File: config.mk
export PLATFORM = sky130hd
export DESIGN_NAME = twm_top
export DESIGN_NICKNAME = d
export VERILOG_FILES = /design/src/twm_pkg.sv /design/src/twm_top.sv
export VERILOG_INCLUDE_DIRS = /design/src
export SDC_FILE = /design/constraint.sdc
export NUM_CORES = 1
export LEC_CHECK = 0
export ABC_AREA = 1
export BUFFER_PORTS_ARGS = -buffer_cell sky130_fd_sc_hd__buf_2
export CORE_ASPECT_RATIO = 1.5
export CORE_MARGIN = 3
export CORE_UTILIZATION = 40
export CTS_BUF_LIST = sky130_fd_sc_hd__clkbuf_4 sky130_fd_sc_hd__clkbuf_8
export DETAILED_ROUTE_END_ITERATION = 7
export PLACE_DENSITY_LB_ADDON = 0.05
export SETUP_SLACK_MARGIN = 0.3
export SLEW_MARGIN = 20
export SYNTH_ARGS = -nofsm -noshare
export SYNTH_HDL_FRONTEND = slang
export SYNTH_SLANG_ARGS = --single-unit
export TNS_END_PERCENT = 1
File: constraint.sdc
create_clock -name sys_clk_i -period 2.95 [get_ports sys_clk_i]
set_clock_uncertainty 0.15 [all_clocks]
set_input_delay 0.1475 -clock sys_clk_i [delete_from_list [all_inputs] [get_ports sys_clk_i]]
set_output_delay 0.1475 -clock sys_clk_i [all_outputs]
set_load 0.01 [all_outputs]
File: src/twm_regs.svh
// Register offsets, field positions, reset values and output action codes of the waveform timer
`ifndef TWM_REGS_SVH
`define TWM_REGS_SVH

// Register offsets (byte addresses)
`define TWM_OFS_CTRL     8'h00
`define TWM_OFS_COUNT    8'h04
`define TWM_OFS_CMPA     8'h08
`define TWM_OFS_CMPB     8'h0c
`define TWM_OFS_CAPTOP   8'h10
`define TWM_OFS_FLAGS    8'h14

// Flag bit positions
`define TWM_FLG_OVF      0
`define TWM_FLG_CMPA     1
`define TWM_FLG_CMPB     2
`define TWM_FLG_CAP      3

// Reset values
`define TWM_RST_CTRL     16'h0000
`define TWM_RST_WORD     16'h0000
`define TWM_RST_FLAGS    4'h0

// Counter limits
`define TWM_BOTTOM       16'h0000
`define TWM_MAX          16'hffff
`define TWM_TOP_8BIT     16'h00ff
`define TWM_TOP_9BIT     16'h01ff
`define TWM_TOP_10BIT    16'h03ff

// Output action codes
`define TWM_ACT_NONE     2'h0
`define TWM_ACT_TOGGLE   2'h1
`define TWM_ACT_CLEAR    2'h2
`define TWM_ACT_SET      2'h3

`endif

File: src/twm_pkg.sv
// Types shared by the waveform timer
package twm_pkg;

	typedef enum logic [1:0] {
		TWM_UP   = 2'b01,
		TWM_DOWN = 2'b10
	} twm_dir_t;

	typedef enum logic [3:0] {
		TWM_CLS_NONE  = 4'b0001,
		TWM_CLS_CLR   = 4'b0010,
		TWM_CLS_FAST  = 4'b0100,
		TWM_CLS_PHASE = 4'b1000
	} twm_cls_t;

	typedef struct packed {
		twm_cls_t    cls;
		logic        fixed;
		logic        top_cap;
		logic        top_cmpa;
		logic [15:0] top_val;
	} twm_mode_t;

	typedef struct packed {
		logic [5:0]      rsvd;
		logic [1:0]      pin_dir;
		logic [1:0][1:0] act;
		logic [3:0]      mode;
	} twm_ctrl_t;

	typedef struct packed {
		logic        wr;
		logic        rd;
		logic [7:0]  addr;
		logic [15:0] wdata;
	} twm_bus_t;

endpackage : twm_pkg

File: src/twm_top.sv
// Waveform timer: clear-on-match, fast and phase-correct counting with compare outputs
//
// The strobed register port and the address map were left to the implementer.
`timescale 1ns/1ps
`include "twm_regs.svh"

// Behaviour
// - Clear-on-match TOP sets compare-A or capture flag
// - Clear-on-match TOP unbuffered; missed match wraps
// - Clear-on-match action 1 toggles compare-A output
// - Toggle period is 2*N*(1+compare-A)
// - Clear-on-match overflow flag set at MAX wrap
// - Modes 5,6,7,14,15 count up, restart
// - Fast: 2 set match/clear wrap, 3 inverse
// - Fast TOP fixed, capture or compare-A; clears next
// - Fast overflow at TOP plus TOP-source flag
// - PWM compare match sets channel flag
// - Fixed TOP masks compare bits on write
// - Fast capture TOP unbuffered; missed match wraps
// - PWM compare writes buffered, loaded at TOP
// - Fast: compare zero spikes; compare TOP constant
// - Mode 15 action 1 toggles compare-A output
// - Pin driven only while direction bit set
// - Modes 1,2,3,10,11 count up then down
// - Phase: clear on up match, set down
// - Phase TOP fixed, capture or compare-A
// - Fast period is N*(1+TOP)
// - Modes 4 and 12 clear at compare-A/capture
// - Action 0 leaves compare output unchanged
// - Dual slope holds TOP one tick, reverses
module twm_top
	import twm_pkg::*;
(
	// Clock and reset
	input  wire logic      sys_clk_i,
	input  wire logic      arst_n_i,
	// Prescaler enable
	input  wire logic      tick_i,
	// Register port
	input  wire twm_bus_t  bus_i,
	output logic [15:0]    rd_data_o,
	// Compare pins
	output logic           cmpa_out_o,
	output logic           cmpa_oe_o,
	output logic           cmpb_out_o,
	output logic           cmpb_oe_o
);

	// Fixed TOP by resolution code
	function automatic logic [15:0] fixed_top(input logic [1:0] res);
		logic [15:0] t;
		t = `TWM_MAX;
		unique case (res)
			2'h1:    t = `TWM_TOP_8BIT;
			2'h2:    t = `TWM_TOP_9BIT;
			2'h3:    t = `TWM_TOP_10BIT;
			default: t = `TWM_MAX;
		endcase
		return t;
	endfunction : fixed_top

	// Mode decode
	function automatic twm_mode_t decode_mode(input logic [3:0] m);
		twm_mode_t d;
		d.cls      = TWM_CLS_NONE;
		d.fixed    = 1'b0;
		d.top_cap  = 1'b0;
		d.top_cmpa = 1'b0;
		d.top_val  = `TWM_MAX;
		unique case (m)
			4'h1, 4'h2, 4'h3: begin
				d.cls     = TWM_CLS_PHASE;
				d.fixed   = 1'b1;
				d.top_val = fixed_top(m[1:0]);
			end
			4'h5, 4'h6, 4'h7: begin
				d.cls     = TWM_CLS_FAST;
				d.fixed   = 1'b1;
				d.top_val = fixed_top(m[1:0]);
			end
			4'h4: begin
				d.cls      = TWM_CLS_CLR;
				d.top_cmpa = 1'b1;
			end
			4'hc: begin
				d.cls     = TWM_CLS_CLR;
				d.top_cap = 1'b1;
			end
			4'ha: begin
				d.cls     = TWM_CLS_PHASE;
				d.top_cap = 1'b1;
			end
			4'hb: begin
				d.cls      = TWM_CLS_PHASE;
				d.top_cmpa = 1'b1;
			end
			4'he: begin
				d.cls     = TWM_CLS_FAST;
				d.top_cap = 1'b1;
			end
			4'hf: begin
				d.cls      = TWM_CLS_FAST;
				d.top_cmpa = 1'b1;
			end
			default: d.cls = TWM_CLS_NONE;
		endcase
		return d;
	endfunction : decode_mode

	twm_ctrl_t        ctrl_ff;
	logic [15:0]      cnt_ff;
	twm_dir_t         dir_ff;
	logic [15:0]      cap_top_ff;
	logic [1:0][15:0] buf_ff;
	logic [1:0][15:0] cmp_ff;
	logic [1:0]       oc_ff;
	logic [3:0]       flag_ff;
	logic [15:0]      rd_data_ff;

	twm_mode_t        md;
	logic [15:0]      top;
	logic             at_top;
	logic             is_pwm;
	logic [1:0]       match;
	logic [3:0]       flag_set;
	logic             wr_ctrl;
	logic             wr_count;
	logic             wr_cap;
	logic             wr_flags;

	assign md       = decode_mode(ctrl_ff.mode);
	assign is_pwm   = (md.cls == TWM_CLS_FAST) || (md.cls == TWM_CLS_PHASE);
	assign wr_ctrl  = bus_i.wr && (bus_i.addr == `TWM_OFS_CTRL);
	assign wr_count = bus_i.wr && (bus_i.addr == `TWM_OFS_COUNT);
	assign wr_cap   = bus_i.wr && (bus_i.addr == `TWM_OFS_CAPTOP);
	assign wr_flags = bus_i.wr && (bus_i.addr == `TWM_OFS_FLAGS);

	assign top    = md.top_cap ? cap_top_ff : (md.top_cmpa ? cmp_ff[0] : md.top_val);
	assign at_top = (cnt_ff == top);

	// Control register
	always_ff @(posedge sys_clk_i or negedge arst_n_i) begin
		if (!arst_n_i) begin
			ctrl_ff <= `TWM_RST_CTRL;
		end else if (wr_ctrl) begin
			ctrl_ff <= {6'h00, bus_i.wdata[9:0]};
		end
	end

	always_ff @(posedge sys_clk_i or negedge arst_n_i) begin
		if (!arst_n_i) begin
			cap_top_ff <= `TWM_RST_WORD;
		end else if (wr_cap) begin
			cap_top_ff <= bus_i.wdata;
		end
	end

	always_ff @(posedge sys_clk_i or negedge arst_n_i) begin
		if (!arst_n_i) begin
			cnt_ff <= `TWM_BOTTOM;
			dir_ff <= TWM_UP;
		end else if (wr_count) begin
			cnt_ff <= bus_i.wdata;
		end else if (tick_i) begin
			unique case (md.cls)
				// TOP held one tick, then reverse
				TWM_CLS_PHASE: begin
					if (dir_ff == TWM_UP) begin
						if (at_top) begin
							dir_ff <= TWM_DOWN;
							cnt_ff <= 16'(cnt_ff - 16'h0001);
						end else begin
							cnt_ff <= 16'(cnt_ff + 16'h0001);
						end
					end else if (cnt_ff == `TWM_BOTTOM) begin
						dir_ff <= TWM_UP;
						cnt_ff <= 16'(cnt_ff + 16'h0001);
					end else begin
						cnt_ff <= 16'(cnt_ff - 16'h0001);
					end
				end
				// period of one plus TOP ticks
				TWM_CLS_FAST, TWM_CLS_CLR: begin
					dir_ff <= TWM_UP;
					cnt_ff <= at_top ? `TWM_BOTTOM : 16'(cnt_ff + 16'h0001);
				end
				default: begin
					dir_ff <= TWM_UP;
					cnt_ff <= 16'(cnt_ff + 16'h0001);
				end
			endcase
		end
	end

	// Flag set events
	always_comb begin
		flag_set = 4'h0;
		if (tick_i) begin
			unique case (md.cls)
				TWM_CLS_CLR, TWM_CLS_NONE:
					flag_set[`TWM_FLG_OVF] = (cnt_ff == `TWM_MAX);
				TWM_CLS_FAST:
					flag_set[`TWM_FLG_OVF] = at_top;
				TWM_CLS_PHASE:
					flag_set[`TWM_FLG_OVF] = (dir_ff == TWM_DOWN) && (cnt_ff == `TWM_BOTTOM);
				default:
					flag_set[`TWM_FLG_OVF] = 1'b0;
			endcase
			flag_set[`TWM_FLG_CMPA] = match[0];
			flag_set[`TWM_FLG_CMPB] = match[1];
			if (md.cls != TWM_CLS_NONE && at_top) begin
				flag_set[`TWM_FLG_CAP]  = md.top_cap;
				flag_set[`TWM_FLG_CMPA] = match[0] || md.top_cmpa;
			end
		end
	end

	// Sticky flags, write one to clear, set wins
	always_ff @(posedge sys_clk_i or negedge arst_n_i) begin
		if (!arst_n_i) begin
			flag_ff <= `TWM_RST_FLAGS;
		end else begin
			flag_ff <= (flag_ff & ~(wr_flags ? bus_i.wdata[3:0] : 4'h0)) | flag_set;
		end
	end

	// Per-channel compare buffer, active value and output
	for (genvar i = 0; i < 2; i++) begin : g_chan
		localparam logic [7:0] OFS = (i == 0) ? `TWM_OFS_CMPA : `TWM_OFS_CMPB;
		logic        wr_cmp;
		logic [15:0] wval;
		logic        tog_ok;

		assign wr_cmp = bus_i.wr && (bus_i.addr == OFS);
		assign wval   = md.fixed ? (bus_i.wdata & md.top_val) : bus_i.wdata;
		assign match[i] = (cnt_ff == cmp_ff[i]);
		// toggle only with compare-A as TOP
		assign tog_ok = (i == 0) && md.top_cmpa;

		// buffered in PWM, loaded at TOP
		always_ff @(posedge sys_clk_i or negedge arst_n_i) begin
			if (!arst_n_i) begin
				buf_ff[i] <= `TWM_RST_WORD;
				cmp_ff[i] <= `TWM_RST_WORD;
			end else begin
				if (wr_cmp) begin
					buf_ff[i] <= wval;
				end
				if (wr_cmp && !is_pwm) begin
					cmp_ff[i] <= wval;
				end else if (tick_i && is_pwm && at_top) begin
					cmp_ff[i] <= buf_ff[i];
				end
			end
		end

		always_ff @(posedge sys_clk_i or negedge arst_n_i) begin
			if (!arst_n_i) begin
				oc_ff[i] <= 1'b0;
			end else if (tick_i) begin
				unique case (md.cls)
					// toggle, clear or set on match
					TWM_CLS_CLR, TWM_CLS_NONE: begin
						if (match[i]) begin
							unique case (ctrl_ff.act[i])
								`TWM_ACT_TOGGLE: oc_ff[i] <= ~oc_ff[i];
								`TWM_ACT_CLEAR:  oc_ff[i] <= 1'b0;
								`TWM_ACT_SET:    oc_ff[i] <= 1'b1;
								default:         oc_ff[i] <= oc_ff[i];
							endcase
						end
					end
					// match wins at TOP, constant level
					TWM_CLS_FAST: begin
						if (match[i]) begin
							unique case (ctrl_ff.act[i])
								`TWM_ACT_TOGGLE: oc_ff[i] <= tog_ok ? ~oc_ff[i] : oc_ff[i];
								`TWM_ACT_CLEAR:  oc_ff[i] <= 1'b1;
								`TWM_ACT_SET:    oc_ff[i] <= 1'b0;
								default:         oc_ff[i] <= oc_ff[i];
							endcase
						end else if (at_top) begin
							if (ctrl_ff.act[i] == `TWM_ACT_CLEAR) begin
								oc_ff[i] <= 1'b0;
							end else if (ctrl_ff.act[i] == `TWM_ACT_SET) begin
								oc_ff[i] <= 1'b1;
							end
						end
					end
					TWM_CLS_PHASE: begin
						if (match[i]) begin
							unique case (ctrl_ff.act[i])
								`TWM_ACT_TOGGLE: oc_ff[i] <= tog_ok ? ~oc_ff[i] : oc_ff[i];
								`TWM_ACT_CLEAR:  oc_ff[i] <= (dir_ff == TWM_DOWN);
								`TWM_ACT_SET:    oc_ff[i] <= (dir_ff == TWM_UP);
								default:         oc_ff[i] <= oc_ff[i];
							endcase
						end
					end
					default: oc_ff[i] <= oc_ff[i];
				endcase
			end
		end
	end

	// Read data, one cycle after the strobe only
	always_ff @(posedge sys_clk_i or negedge arst_n_i) begin
		if (!arst_n_i) begin
			rd_data_ff <= `TWM_RST_WORD;
		end else if (bus_i.rd) begin
			unique case (bus_i.addr)
				`TWM_OFS_CTRL:   rd_data_ff <= ctrl_ff;
				`TWM_OFS_COUNT:  rd_data_ff <= cnt_ff;
				`TWM_OFS_CMPA:   rd_data_ff <= buf_ff[0];
				`TWM_OFS_CMPB:   rd_data_ff <= buf_ff[1];
				`TWM_OFS_CAPTOP: rd_data_ff <= cap_top_ff;
				`TWM_OFS_FLAGS:  rd_data_ff <= {12'h000, flag_ff};
				default:         rd_data_ff <= `TWM_RST_WORD;
			endcase
		end else begin
			rd_data_ff <= `TWM_RST_WORD;
		end
	end

	assign rd_data_o  = rd_data_ff;
	assign cmpa_out_o = oc_ff[0];
	assign cmpb_out_o = oc_ff[1];
	assign cmpa_oe_o  = ctrl_ff.pin_dir[0];
	assign cmpb_oe_o  = ctrl_ff.pin_dir[1];
endmodule : twm_top

Yosys cells after proc, flatten, opt, wreduce, memory -nomap -nowiden

Cells that the tools add are included.

Word-level logic and storage cells: 160
Memories: 0
Memory bits (writable): 0
Latch bits: 0
Flip-flop bits (word level): 130
Bits in read-only memories: 0

Reduce and logical (&&, ||, !) cells: 32
Magnitude comparators: 0
Divide/modulo/power cells: 0
$add $sub $neg: 2
Bitwise gates (word level): 7
Equal/unequal tests: 52
Muxes and demuxes: 52
Shift-type cells: 0
$mul: 0

Operators with widths:

| kind                    | number |
|---|---|
| $mux W16                | 15 |
| $pmux W16 S6            | 1 |
| $eq A16 B16 Y1          | 3 |
| $pmux W16 S3            | 1 |
| $pmux W16 S2            | 1 |
| $eq A4 B4 Y1 const B    | 6 |
| $pmux W1 S3             | 7 |
| $eq A4 B3 Y1 const B    | 5 |
| $mux W1                 | 18 |
| $add A16 B1 Y16 const B | 1 |
| $and A16 B16 Y16        | 1 |
| $eq A16 B16 Y1 const B  | 1 |
| $eq A8 B4 Y1 const B    | 2 |
| $eq A8 B5 Y1 const B    | 2 |
| $logic_not A16 Y1       | 1 |
| $sub A16 B1 Y16 const B | 1 |
| $eq A2 B2 Y1 const B    | 7 |
| $eq A4 B2 Y1 const B    | 3 |
| $logic_and A1 B1 Y1     | 12 |
| $ne A4 B1 Y1 const B    | 3 |
| $pmux W4 S3             | 1 |
| $reduce_or A5 Y1        | 2 |
| $ne A3 B1 Y1 const B    | 3 |
| $ne A3 B3 Y1 const B    | 3 |
| other kinds (25)        | 45 |

Longest topological paths before layout

Gate-level depths: netlist of run 1.

Depth after elaboration: 11
Depth in mapped cells: 22
Mapped depth without buffers: 21

Worst setup path after synthesis of run 1

No wires, ideal clock.

Path kind: register to register
Start: register ctrl_ff[0] (netlist name)
End: register cnt_ff[4]
Setup time: 117 ps
Path buffers: 2
Clock period less this slack: 2654 ps
Arrival: 2388 ps
Setup slack: 296 ps
Stages on the path, launching flop included: 19
Cell sequence: dfrtp_1 > inv_1 > ha_1 > nand2_2 > nor2_1 > nor2_2 > nand3_2 > buf_4 > nand3_1 > nand2_1 > nand2_2 > nand2_2 > nor3_4 > o211ai_4 > buf_6 > nand3_1 > nand3_1 > nand2_1 > nand2_1

Longest elaborated chain between the ends: 11
Elaborated cells between the ends (all ways): 39
Classes of those cells: eq/ne: 19; mux: 13; reduce/logical: 7

RTL lines:

| element                                            | RTL line       | RTL |
|---|---|---|
| from (decl)                                        | twm_top.sv:110 | `twm_ctrl_t ctrl_ff;` |
| from (signal assigned)                             | twm_top.sv:144 | `` ctrl_ff <= `TWM_RST_CTRL; `` |
| from (signal assigned)                             | twm_top.sv:146 | `ctrl_ff <= {6'h00, bus_i.wdata[9:0]};` |
| $eq A4 B3 Y1 (tied with other cells)               | twm_top.sv:70  | `unique case (m)` |
| $reduce_or A6 Y1 (no line) (tied with other cells) | n/a            |  |
| $mux W16 / $mux W1 (equally long branches)         | n/a            |  |
| $mux W16 (2 in series)                             | twm_top.sv:138 | `assign top = md.top_cap ? cap_top_ff : (md.top_cmpa ? cmp_ff[0] : md.top_val);` |
| $eq A16 B16 Y1                                     | twm_top.sv:139 | `assign at_top = (cnt_ff == top);` |
| $mux W16                                           | twm_top.sv:169 | `if (at_top) begin` |
| $mux W16                                           | twm_top.sv:168 | `if (dir_ff == TWM_UP) begin` |
| $pmux W16 S2 (*)                                   | twm_top.sv:165 | `unique case (md.cls)` |
| $mux W16 (*)                                       | twm_top.sv:164 | `end else if (tick_i) begin` |
| $mux W16 (*)                                       | twm_top.sv:162 | `end else if (wr_count) begin` |
| to (signal assigned)                               | twm_top.sv:163 | `cnt_ff <= bus_i.wdata;` |
| to (signal assigned)                               | twm_top.sv:171 | `cnt_ff <= 16'(cnt_ff - 16'h0001);` |
| to (signal assigned)                               | twm_top.sv:173 | `cnt_ff <= 16'(cnt_ff + 16'h0001);` |
| to (decl)                                          | twm_top.sv:111 | `logic [15:0] cnt_ff;` |

Every way passes the cells marked *; elsewhere a longest branch is shown, timed or not. The select of a mux whose other input is x is not followed.
A chain may end at the register's enable or synchronous reset.

Worst setup path in the final report of run 1

Start: register ctrl_ff[1] (netlist name)
End: register oc_ff[1] (netlist: cmpb_out_o)

Longest elaborated chain between the ends: 8
Elaborated cells between the ends (all ways): 43
Classes of those cells: eq/ne: 26; mux: 8; reduce/logical: 9

RTL lines:

| element                                            | RTL line       | RTL |
|---|---|---|
| $eq A4 B3 Y1 (tied with other cells)               | twm_top.sv:70  |  |
| $reduce_or A6 Y1 (no line) (tied with other cells) | n/a            |  |
| $mux W16 / $mux W1 (equally long branches)         | n/a            |  |
| $mux W16 (2 in series)                             | twm_top.sv:138 |  |
| $eq A16 B16 Y1                                     | twm_top.sv:139 |  |
| $ne A3 B3 Y1 (no line)                             | n/a            |  |
| $reduce_and A8 Y1 (no line)                        | n/a            |  |
| to (signal, indexed assignment)                    | twm_top.sv:266 | `` `TWM_ACT_TOGGLE: oc_ff[i] <= ~oc_ff[i]; `` |
| to (signal, indexed assignment)                    | twm_top.sv:269 | `default: oc_ff[i] <= oc_ff[i];` |
| to (signal, indexed assignment)                    | twm_top.sv:277 | `` `TWM_ACT_TOGGLE: oc_ff[i] <= tog_ok ? ~oc_ff[i] : oc_ff[i]; `` |
| to (decl)                                          | twm_top.sv:116 | `logic [1:0] oc_ff;` |

Several ways; a longest one is shown, not always the timed one.

==> results of run 1 <==
==> metrics by stage <==
stage                     worst slack (ns)  total power [mW]  area (sq um)
after detailed placement            -0.150              4.78          9840
after global placement              -0.121              4.77          9840
after floorplan                      0.318              3.74          8760
after CTS                          0.00744              6.50         10800
final                              -0.0420              6.55         11000
after global routing                -0.190              6.94         11000
==> layout by cell type (no fill, tap or decap), types with 5 or more instances in the layout <==
master,instances
a41oi_1,6
nand2_4,8
xor2_1,32
nor3_1,16
clkinv_1,5
nand4_1,22
o211ai_1,7
inv_2,9
buf_4,96
buf_2,47
dfrtp_1,128
buf_12,7
inv_1,121
xnor2_1,9
or2_2,8
nor2_2,11
o21ai_0,97
clkbuf_8,20
nor4_1,8
nor2_4,5
nand2_1,342
nand2_2,29
ha_1,7
nand3_1,95
a21oi_1,49
nand3_2,20
nor3_2,8
nand3b_1,8
nor2_1,83
o21ai_1,15
o22ai_1,14
buf_6,10
a221oi_1,5
dlygate4sd3_1,19
==> layer usage <==
layer | up-vias | global-route usage | share of wire | routed length [microns]
li1 | 4437 | - | - | -
met1 | 4405 | 0.375 | 0.42 | 14500
met2 | 321 | 0.477 | 0.48 | 16400
met3 | 91 | 0.0377 | 0.042 | 1460
met4 | 0 | 0.152 | 0.056 | 1920
met5 | - | 0 | 0 | 0
==> power groups by stage <==
stage	clock network (mW)	logic (mW)	registers [mW]
floorplan	0	1.67	2.07
global placement	0	2.53	2.24
detailed placement	0	2.54	2.24
CTS	1.63	2.65	2.21
global route	1.70	3.00	2.24
finish	1.59	2.73	2.22
==> sequential cells by signal, summed over array words and instances (netlist names) <==
| name | cells |
|---|---|
| buf_ff | 32 |
| cap_top_ff | 16 |
| cmp_ff | 32 |
| cmpa_oe_o | 1 |
| cmpa_out_o | 1 |
| cmpb_oe_o | 1 |
| cmpb_out_o | 1 |
| cnt_ff | 16 |
| ctrl_ff | 8 |
| dir_ff | 2 |
| flag_ff | 4 |
| rd_data_o | 16 |
==> worst paths after layout <==
kind	to	slack (ns)	depth (start not counted)	from
setup / recovery	cmpb_out_o	-0.04	21	ctrl_ff[1]
hold / removal	cmpa_out_o	0.02	2	arst_n_i
setup reg to reg	cmpb_out_o	-0.04	21	ctrl_ff[1]
hold reg to reg	cap_top_ff[8]	0.34	2	cap_top_ff[8]
max in group asynchronous	rd_data_o[3]	1.86	3	arst_n_i
min in group sys_clk_i	flag_ff[0]	0.06	4	bus_i[25]
==> critical path: cells and delay by family (launching register included) <==
kind	cells	cell delay (ns)
and+or+nand+nor	11	1.18
buffers and inverters	6	0.64
DFF	1	0.45
AOI/OAI and AO/OA	3	0.34
adders and majority gates	1	0.15
==> timing repair <==
action,4_1_cts,5_1_grt
gates cloned,3,0
pin swaps,46,30
endpoints found under the setup margin,55,55
endpoints found under the hold margin,195,0
buffers inserted,12,8
hold buffers,19,0
gates resized for setup,71,34
==> layout make-up <==
class | instances | area [sq um]
Timing Repair Buffer | 181 | 1440
Multi-Input combinational cell | 942 | 5060
Sequential cell | 130 | 3260
Inverter | 138 | 529
Fill cell | 2136 | 10200
Tap cell | 268 | 335
Clock buffer | 20 | 275
Clock inverter | 11 | 128
==> kinds of logic after synthesis <==
| kind of cell | count (synthesis) | share of synthesized area |
|---|---|---|
| AOI/OAI and AO/OA | 219 | 0.143 |
| buffers and inverters | 191 | 0.0896 |
| adders and majority gates | 9 | 0.0129 |
| muxes | 2 | 0.00258 |
| and+or+nand+nor | 669 | 0.338 |
| DFF | 130 | 0.372 |
| xor gates and xnor gates | 41 | 0.0411 |
==> flow_summary_export.csv, run 1 <==
group,metric,value,unit
die,core-area,0.0212,sq mm
detailed_routing,vias,9254,
clock_tree,cts_made_buffers,17,
clock_tree,cts_tree,"yes",
detailed_routing,first_pass_iters,6,
logic_synthesis,synth-edff-count,0,
logic_synthesis,synth_seq_area_share,0.372,
worst_setup_path,critPathMaxFanout,6,
sta,fin_crit_sh,1.01,
detailed_routing,viasPerCell,5.48,
job,cap_violations,0,
worst_setup_path,crit_required,3.16,ns
power_and_ir_drop,power_frac_comb,0.417,
worst_setup_path,cp.arrival,3.20,ns
grt,grt_usage,0.292,
finish,syn2layout_area_growth,26.1,%
worst_setup_path,crit_type,"reg -> reg",
sta,relSlewSlack,0.393,
detailed_routing,ant_nets,0,
sta,setup_tns,-0.221,ns
sta,drv_slew,0,
detailed_routing,drt-initial-drc-count,740,
finish,antennaDiodeCount,0,
die,fp.dieArea,0.0237,sq mm
finish,final_util,0.519,
logic_synthesis,synthTopCellsByArea,"dfrtp_1 37%, nand2_1 16%, nand3_1 6.4%, o21ai_0 5.8%, inv_1 5.4%",
placement,port_buffers,48,
power_and_ir_drop,p_sw_frac,0.423,
worst_setup_path,startpoint_type,"flop",
min_path,hp-class,"in -> async",
sta,hold_viol,0,
finish,stdcell_count,1690,
die,die_x,127,microns
outcome,status,"finished, violations left",
die,rows,65,
grt,grt_pass1_wl,53.0,mm
clock_tree,worstSkewPairLatency,0.47,ns
worst_setup_path,crit_path_cell_trace,"inv_2 -> ha_4 -> nand2_4 -> buf_6 -> a21oi_4 -> buf_12 -> buf_12 -> nand2_1 -> nand2_1 -> nand2_1 -> nand2_2 -> nand3_2 -> nor2_4 -> nand2_2 -> nor2_4 -> nand2_4 -> nor2_4 -> buf_6 -> o21ai_4 -> o21ai_1 -> inv_1",
logic_synthesis,ys_ff_latch,130,
grt,grt_pass1_vias,9027,
power_and_ir_drop,switchingPower,2.77,mW
die,die-height,187,microns
logic_synthesis,synthesis.nets,1299,
finish,drive_gt1_frac,0.224,
placement,dp_cells,1617,
logic_synthesis,synthArstFlopShare,1.00,
detailed_routing,drcViolationCount,0,
sta,rsz0062_at_grt,"true",
logic_synthesis,avgSynthCellArea,6.93,sq um
logic_synthesis,synth_common_cells,"370 x nand2_1, 129 x dfrtp_1, 126 x inv_1, 112 x nand3_1, 102 x o21ai_0",
power_and_ir_drop,p_per_area,594,mW/mm^2
sta,max_freq,334,MHz
logic_synthesis,netlist.area_leader.share,0.369,
sta,period_needed,2.99,ns
power_and_ir_drop,ir_drop,0.000471,V
logic_synthesis,ys_warn_count,0,
clock_tree,cts_buffer_depth,2,
die,ioPinCount,49,
clock_tree,h-tree-depth,4,
logic_synthesis,synth_cells,1261,
power_and_ir_drop,leakage,5.33,nW
clock_tree,clk_pin_slew_worst_paths,0.08,ns
finish,nNetsFinal,1448,
logic_synthesis,synth_top_area_cell,"dfrtp_1",
sta,whs,0.0209,ns
detailed_routing,wl_per_cell,20.3,microns
logic_synthesis,syn_area,0.00874,sq mm
sta,finalSetupViolations,12,
worst_setup_path,max_stage_delay,0.45,ns
clock_tree,clockRootBuffer,"clkbuf_8",
worst_setup_path,end_kind,"flop",
die,initial_utilization,0.412,
clock_tree,cts.sink_count,130,
outcome,violations,"setup timing",
placement,dp_hpwl,25.8,mm
placement,finalWeightedCongestion,0.942,
logic_synthesis,ys.flop_type,"dfrtp_1",
logic_synthesis,synth_most_common_cell,"nand2_1",
grt,grt_overflow_total,0,
sta,setup_ws,-0.0420,ns
power_and_ir_drop,seqPwrFrac,0.340,
power_and_ir_drop,power.internal,3.78,mW
worst_setup_path,slowest_stage,"dfrtp_2",
sta,worst_slew_pin_slew,0.908,ns
power_and_ir_drop,clkPwrFrac,0.243,
logic_synthesis,ys_types,51,
grt,grt_max_degree,66,
detailed_routing,routed_wl,34.3,mm
grt,antenna_found_initial,0,
No activity file was read; power rests on OpenSTA's default activity.
==> run 2, diff against run 1 <==
CTS_CLUSTER_SIZE = 8   (was default)
clock period = 3.24 ns   (was 2.95 ns; I/O delays follow)
==> flow_summary_export.csv, run 2 (synthesized netlist as in run 1, its figures left out) <==
group,metric,value,unit
outcome,status,"finished, final reports clean",
detailed_routing,routed_wl,34.3,mm
die,die_x,127,microns
grt,grt_pass1_vias,8812,
clock_tree,clk_pin_slew_worst_paths,0.09,ns
worst_setup_path,crit_type,"reg -> reg",
finish,syn2layout_area_growth,19.1,%
finish,layout_commonest_cell,"nand2_1",
clock_tree,clockRootBuffer,"clkbuf_8",
worst_setup_path,cp_num_buf_inv,2,
job,cap_violations,0,
power_and_ir_drop,p_per_area,562,mW/mm^2
finish,final_cell_mix,"364 x nand2_1, 126 x dfrtp_1, 121 x inv_1",
worst_setup_path,crit_required,3.46,ns
grt,grt_max_degree,75,
power_and_ir_drop,ir_drop,0.000411,V
die,ioPinCount,49,
worst_setup_path,crit_path_cell_trace,"inv_2 -> ha_4 -> nand3_2 -> nand2_2 -> a21oi_1 -> nand2_1 -> nand2_1 -> nand2_1 -> nand2_1 -> nor2_1 -> nand2_1 -> nor2_4 -> buf_4 -> o211ai_4 -> nand3b_1 -> nand3_1 -> nand2_1 -> nand2_1",
grt,grt_pass1_wl,51.5,mm
worst_setup_path,max_stage_delay,0.44,ns
grt,antenna_found_initial,0,
worst_setup_path,cp.arrival,3.19,ns
clock_tree,cts_buffer_depth,2,
detailed_routing,vias,9084,
worst_setup_path,critPathMaxFanout,7,
grt,grt_overflow_total,0,
sta,finalSetupViolations,0,
grt,grt_usage,0.286,
power_and_ir_drop,power.total,5.85,mW
detailed_routing,ant_nets,0,
placement,finalWeightedCongestion,0.944,
placement,port_buffers,48,
die,rows,65,
detailed_routing,first_pass_iters,5,
sta,drv_slew,0,
worst_setup_path,timing.critical_path.mode_cell,"nand2_1",
sta,hold_viol,0,
min_path,hp-class,"in -> async",
worst_setup_path,end_kind,"flop",
sta,max_freq,337,MHz
detailed_routing,drcViolationCount,0,
sta,relSlewSlack,0.493,
sta,fin_crit_sh,0.915,
sta,rsz0062_at_grt,"true",
finish,drive_gt1_frac,0.163,
power_and_ir_drop,leakage,4.98,nW
die,core-area,0.0212,sq mm
die,initial_utilization,0.412,
finish,nNetsFinal,1397,
clock_tree,h-tree-depth,4,
clock_tree,cts_tree,"yes",
sta,period_needed,2.96,ns
placement,dp_hpwl,25.2,mm
clock_tree,cts_made_buffers,17,
finish,antennaDiodeCount,0,
sta,worst_slew_pin_slew,0.760,ns
detailed_routing,viasPerCell,5.54,
worst_setup_path,slowest_stage,"dfrtp_1",
clock_tree,worstSkewPairLatency,0.47,ns
sta,whs,0.142,ns
finish,reg.largest.list,"buf_ff x32, cmp_ff x32",
die,fp.dieArea,0.0237,sq mm
worst_setup_path,startpoint_type,"flop",
detailed_routing,wl_per_cell,20.9,microns
detailed_routing,drt-initial-drc-count,784,
clock_tree,cts.sink_count,130,
die,die-height,187,microns
worst_setup_path,crit_family,"simple AND/OR/NAND/NOR gates",
## run 2: path summary, 6_finish.rpt
check / depth (start not counted) / slack, ns / endpoint / from
hold / removal: 2 / 0.14 / cnt_ff[4] / arst_n_i
hold reg to reg: 2 / 0.34 / cap_top_ff[15] / cap_top_ff[15]
min in group sys_clk_i: 5 / 0.14 / rd_data_o[7] / bus_i[18]
setup reg to reg: 18 / 0.28 / cnt_ff[7] / ctrl_ff[0]
setup / recovery: 18 / 0.28 / cnt_ff[7] / ctrl_ff[0]
max in group asynchronous: 3 / 1.96 / ctrl_ff[3] / arst_n_i
## run 2: power by group
part           switching, mW  internal, mW
combinational           1.46         0.795
sequential             0.250          1.77
clock                  0.714         0.858
## run 2: final cells by class
cell class,count,area (sq um)
Fill cell,2200,10800
Multi-Input combinational cell,945,4900
Sequential cell,130,3260
Timing Repair Buffer,127,947
Inverter,138,524
Tap cell,268,335
Clock buffer,22,297
Clock inverter,10,145
## run 2: per-stage QoR
step,setup TNS (ns),util,cell area [sq um],cells,worst slack (ns)
after global placement,0,0.446,9470,1573,0.0722
after detailed placement,-0.000809,0.446,9470,1573,-0.000809
after CTS,0,0.481,10200,1632,0.261
final,0,0.490,10400,1640,0.276
after floorplan,0,-,8740,1261,0.586
after global routing,0,0.490,10400,1640,0.120
## run 2: repair_timing
action / in CTS / in global routing
hold endpoints to repair: 137 / 0
gates resized for setup: 13 / 35
pin swaps: 3 / 10
endpoints found under the setup margin: 54 / 53
gates cloned: 1 / 4
hold buffers: 20 / 0
setup buffers: 6 / 4
## run 2: routing by layer
layer / vias to the layer above / track usage / share of wire
met4: 0 / 0.129 / 0.046
met2: 330 / 0.483 / 0.50
met1: 4321 / 0.361 / 0.41
met3: 92 / 0.0383 / 0.049
met5: - / 0 / 0
li1: 4341 / - / -
==> run 3, diff against run 2 <==
clock period = 2.6 ns   (was 3.24 ns; I/O delays follow)
==> flow_summary_export.csv, run 3 (synthesized netlist as in run 1, its figures left out) <==
group,metric,value,unit
outcome,status,"finished, violations left",
outcome,violations,"setup timing",
clock_tree,clk_pin_slew_worst_paths,0.09,ns
power_and_ir_drop,leakage,5.53,nW
placement,finalWeightedCongestion,0.937,
die,ioPinCount,49,
clock_tree,cts_made_buffers,17,
die,fp.dieArea,0.0237,sq mm
worst_setup_path,crit_required,2.83,ns
worst_setup_path,critPathMaxFanout,7,
finish,stdcell_count,1734,
grt,antenna_found_initial,0,
clock_tree,worstSkewPairLatency,0.48,ns
detailed_routing,vias,9453,
worst_setup_path,startpoint_type,"flop",
placement,dpl_cell_area,0.0102,sq mm
sta,setup_ws,-0.335,ns
clock_tree,cts_buffer_depth,2,
placement,dp_hpwl,26.4,mm
worst_setup_path,crit_type,"reg -> reg",
finish,antennaDiodeCount,0,
placement,dp_cells,1659,
sta,fin_crit_sh,1.13,
detailed_routing,first_pass_iters,7,
finish,syn2layout_area_growth,31.2,%
grt,grt_usage,0.287,
sta,drv_slew,0,
die,core-area,0.0212,sq mm
finish,drive_gt1_frac,0.259,
worst_setup_path,cp.arrival,3.17,ns
sta,relSlewSlack,0.568,
detailed_routing,routed_wl,35.2,mm
clock_tree,clockRootBuffer,"clkbuf_8",
grt,grt_pass1_wl,52.0,mm
die,initial_utilization,0.412,
clock_tree,h-tree-depth,4,
power_and_ir_drop,ir_drop,0.000490,V
detailed_routing,viasPerCell,5.45,
clock_tree,cts_tree,"yes",
finish,reg.largest.list,"buf_ff x32, cmp_ff x32",
power_and_ir_drop,p_per_area,659,mW/mm^2
grt,grt_overflow_total,0,
power_and_ir_drop,power.total,7.56,mW
sta,hold_viol,0,
sta,finalSetupViolations,55,
detailed_routing,drt-initial-drc-count,725,
detailed_routing,drcViolationCount,0,
placement,port_buffers,48,
grt,grt_pass1_vias,9045,
die,die-height,187,microns
detailed_routing,ant_nets,0,
die,die_x,127,microns
finish,stdcell_area,0.0115,sq mm
sta,rsz0062_at_grt,"true",
sta,setup_tns,-14.01,ns
sta,period_needed,2.94,ns
sta,max_freq,341,MHz
sta,worst_slew_pin_slew,0.645,ns
finish,layout_commonest_cell,"nand2_1",
finish,nNetsFinal,1491,
detailed_routing,wl_per_cell,20.3,microns
sta,whs,0.0253,ns
finish,final_cell_mix,"328 x nand2_1, 137 x buf_4, 128 x dfrtp_1",
worst_setup_path,end_kind,"flop",
clock_tree,cts.sink_count,130,
job,cap_violations,0,
grt,grt_max_degree,55,
die,rows,65,
min_path,hp-class,"in -> async",
## run 3: changes by cell type in the layout (fill, tap and decap cells not counted), sizes merged
cell,previous run,this run
buf,107,201
bufinv,3,1
clkbuf,22,23
clkinv,9,11
clkinvlp,3,4
inv,133,135
nand2,382,379
o211ai,9,8
## run 3: worst paths after layout
check                                    from       endpoint  slack [ns]  cells after the start
min in group sys_clk_i                 tick_i     cmp_ff[21]        0.07                      4
worst max register to register     ctrl_ff[0]     cmp_ff[23]       -0.34                     17
worst min register to register  cap_top_ff[8]  cap_top_ff[8]        0.34                      2
max in group asynchronous            arst_n_i     buf_ff[15]        1.55                      3
worst max-delay path               ctrl_ff[0]     cmp_ff[23]       -0.34                     17
worst min-delay path                 arst_n_i      cnt_ff[6]        0.03                      2
## run 3: metrics by stage
stage,setup WS [ns],util
global placement,-0.314,0.481
detailed placement,-0.383,0.481
CTS,-0.303,0.512
floorplan,0.00652,-
global route,-0.462,0.540
finish,-0.335,0.540
## run 3: layer usage
layer  part of all wire  GRT usage  vias up
li1                   -          -     4523
met1               0.41      0.361     4477
met2               0.49      0.489      355
met3              0.047     0.0383       98
met4              0.048      0.122        0
met5                  0          0        -
## run 3: repair_timing
item	CTS	global route
setup endpoints to repair	55	55
hold buffers	20	0
setup buffers	1	16
gates resized for setup	25	97
gates cloned	0	6
endpoints found under the hold margin	203	0
pin swaps	5	55
## run 3: power by group
| group | total, mW | internal [mW] | switching, mW |
|---|---|---|---|
| registers | 2.49 | 2.20 | 0.287 |
| logic | 3.36 | 1.32 | 2.05 |
| clock network | 1.70 | 0.788 | 0.916 |
## run 3: final cells by class
cell class	instances	area, sq um
fillers	2163	9760
multi-input cells	941	5130
flip-flops and latches	130	3260
repair buffers	225	1850
inverters	138	526
well taps	268	335
clock buffers	19	255
clock inverters	13	111
## run 3: critical path: stages, from the launching register on
cell,delay (ns)
dfrtp_1,0.43
inv_2,0.13
ha_4,0.19
nand2_8,0.08
a21oi_4,0.26
clkbuf_16,0.21
nand2_1,0.07
nand4_1,0.10
nand2_2,0.10
buf_6,0.14
nor3_4,0.21
buf_12,0.14
nand2_4,0.08
inv_4,0.11
nand3_4,0.14
nand2_4,0.12
nor2_1,0.05
nor3_2,0.14
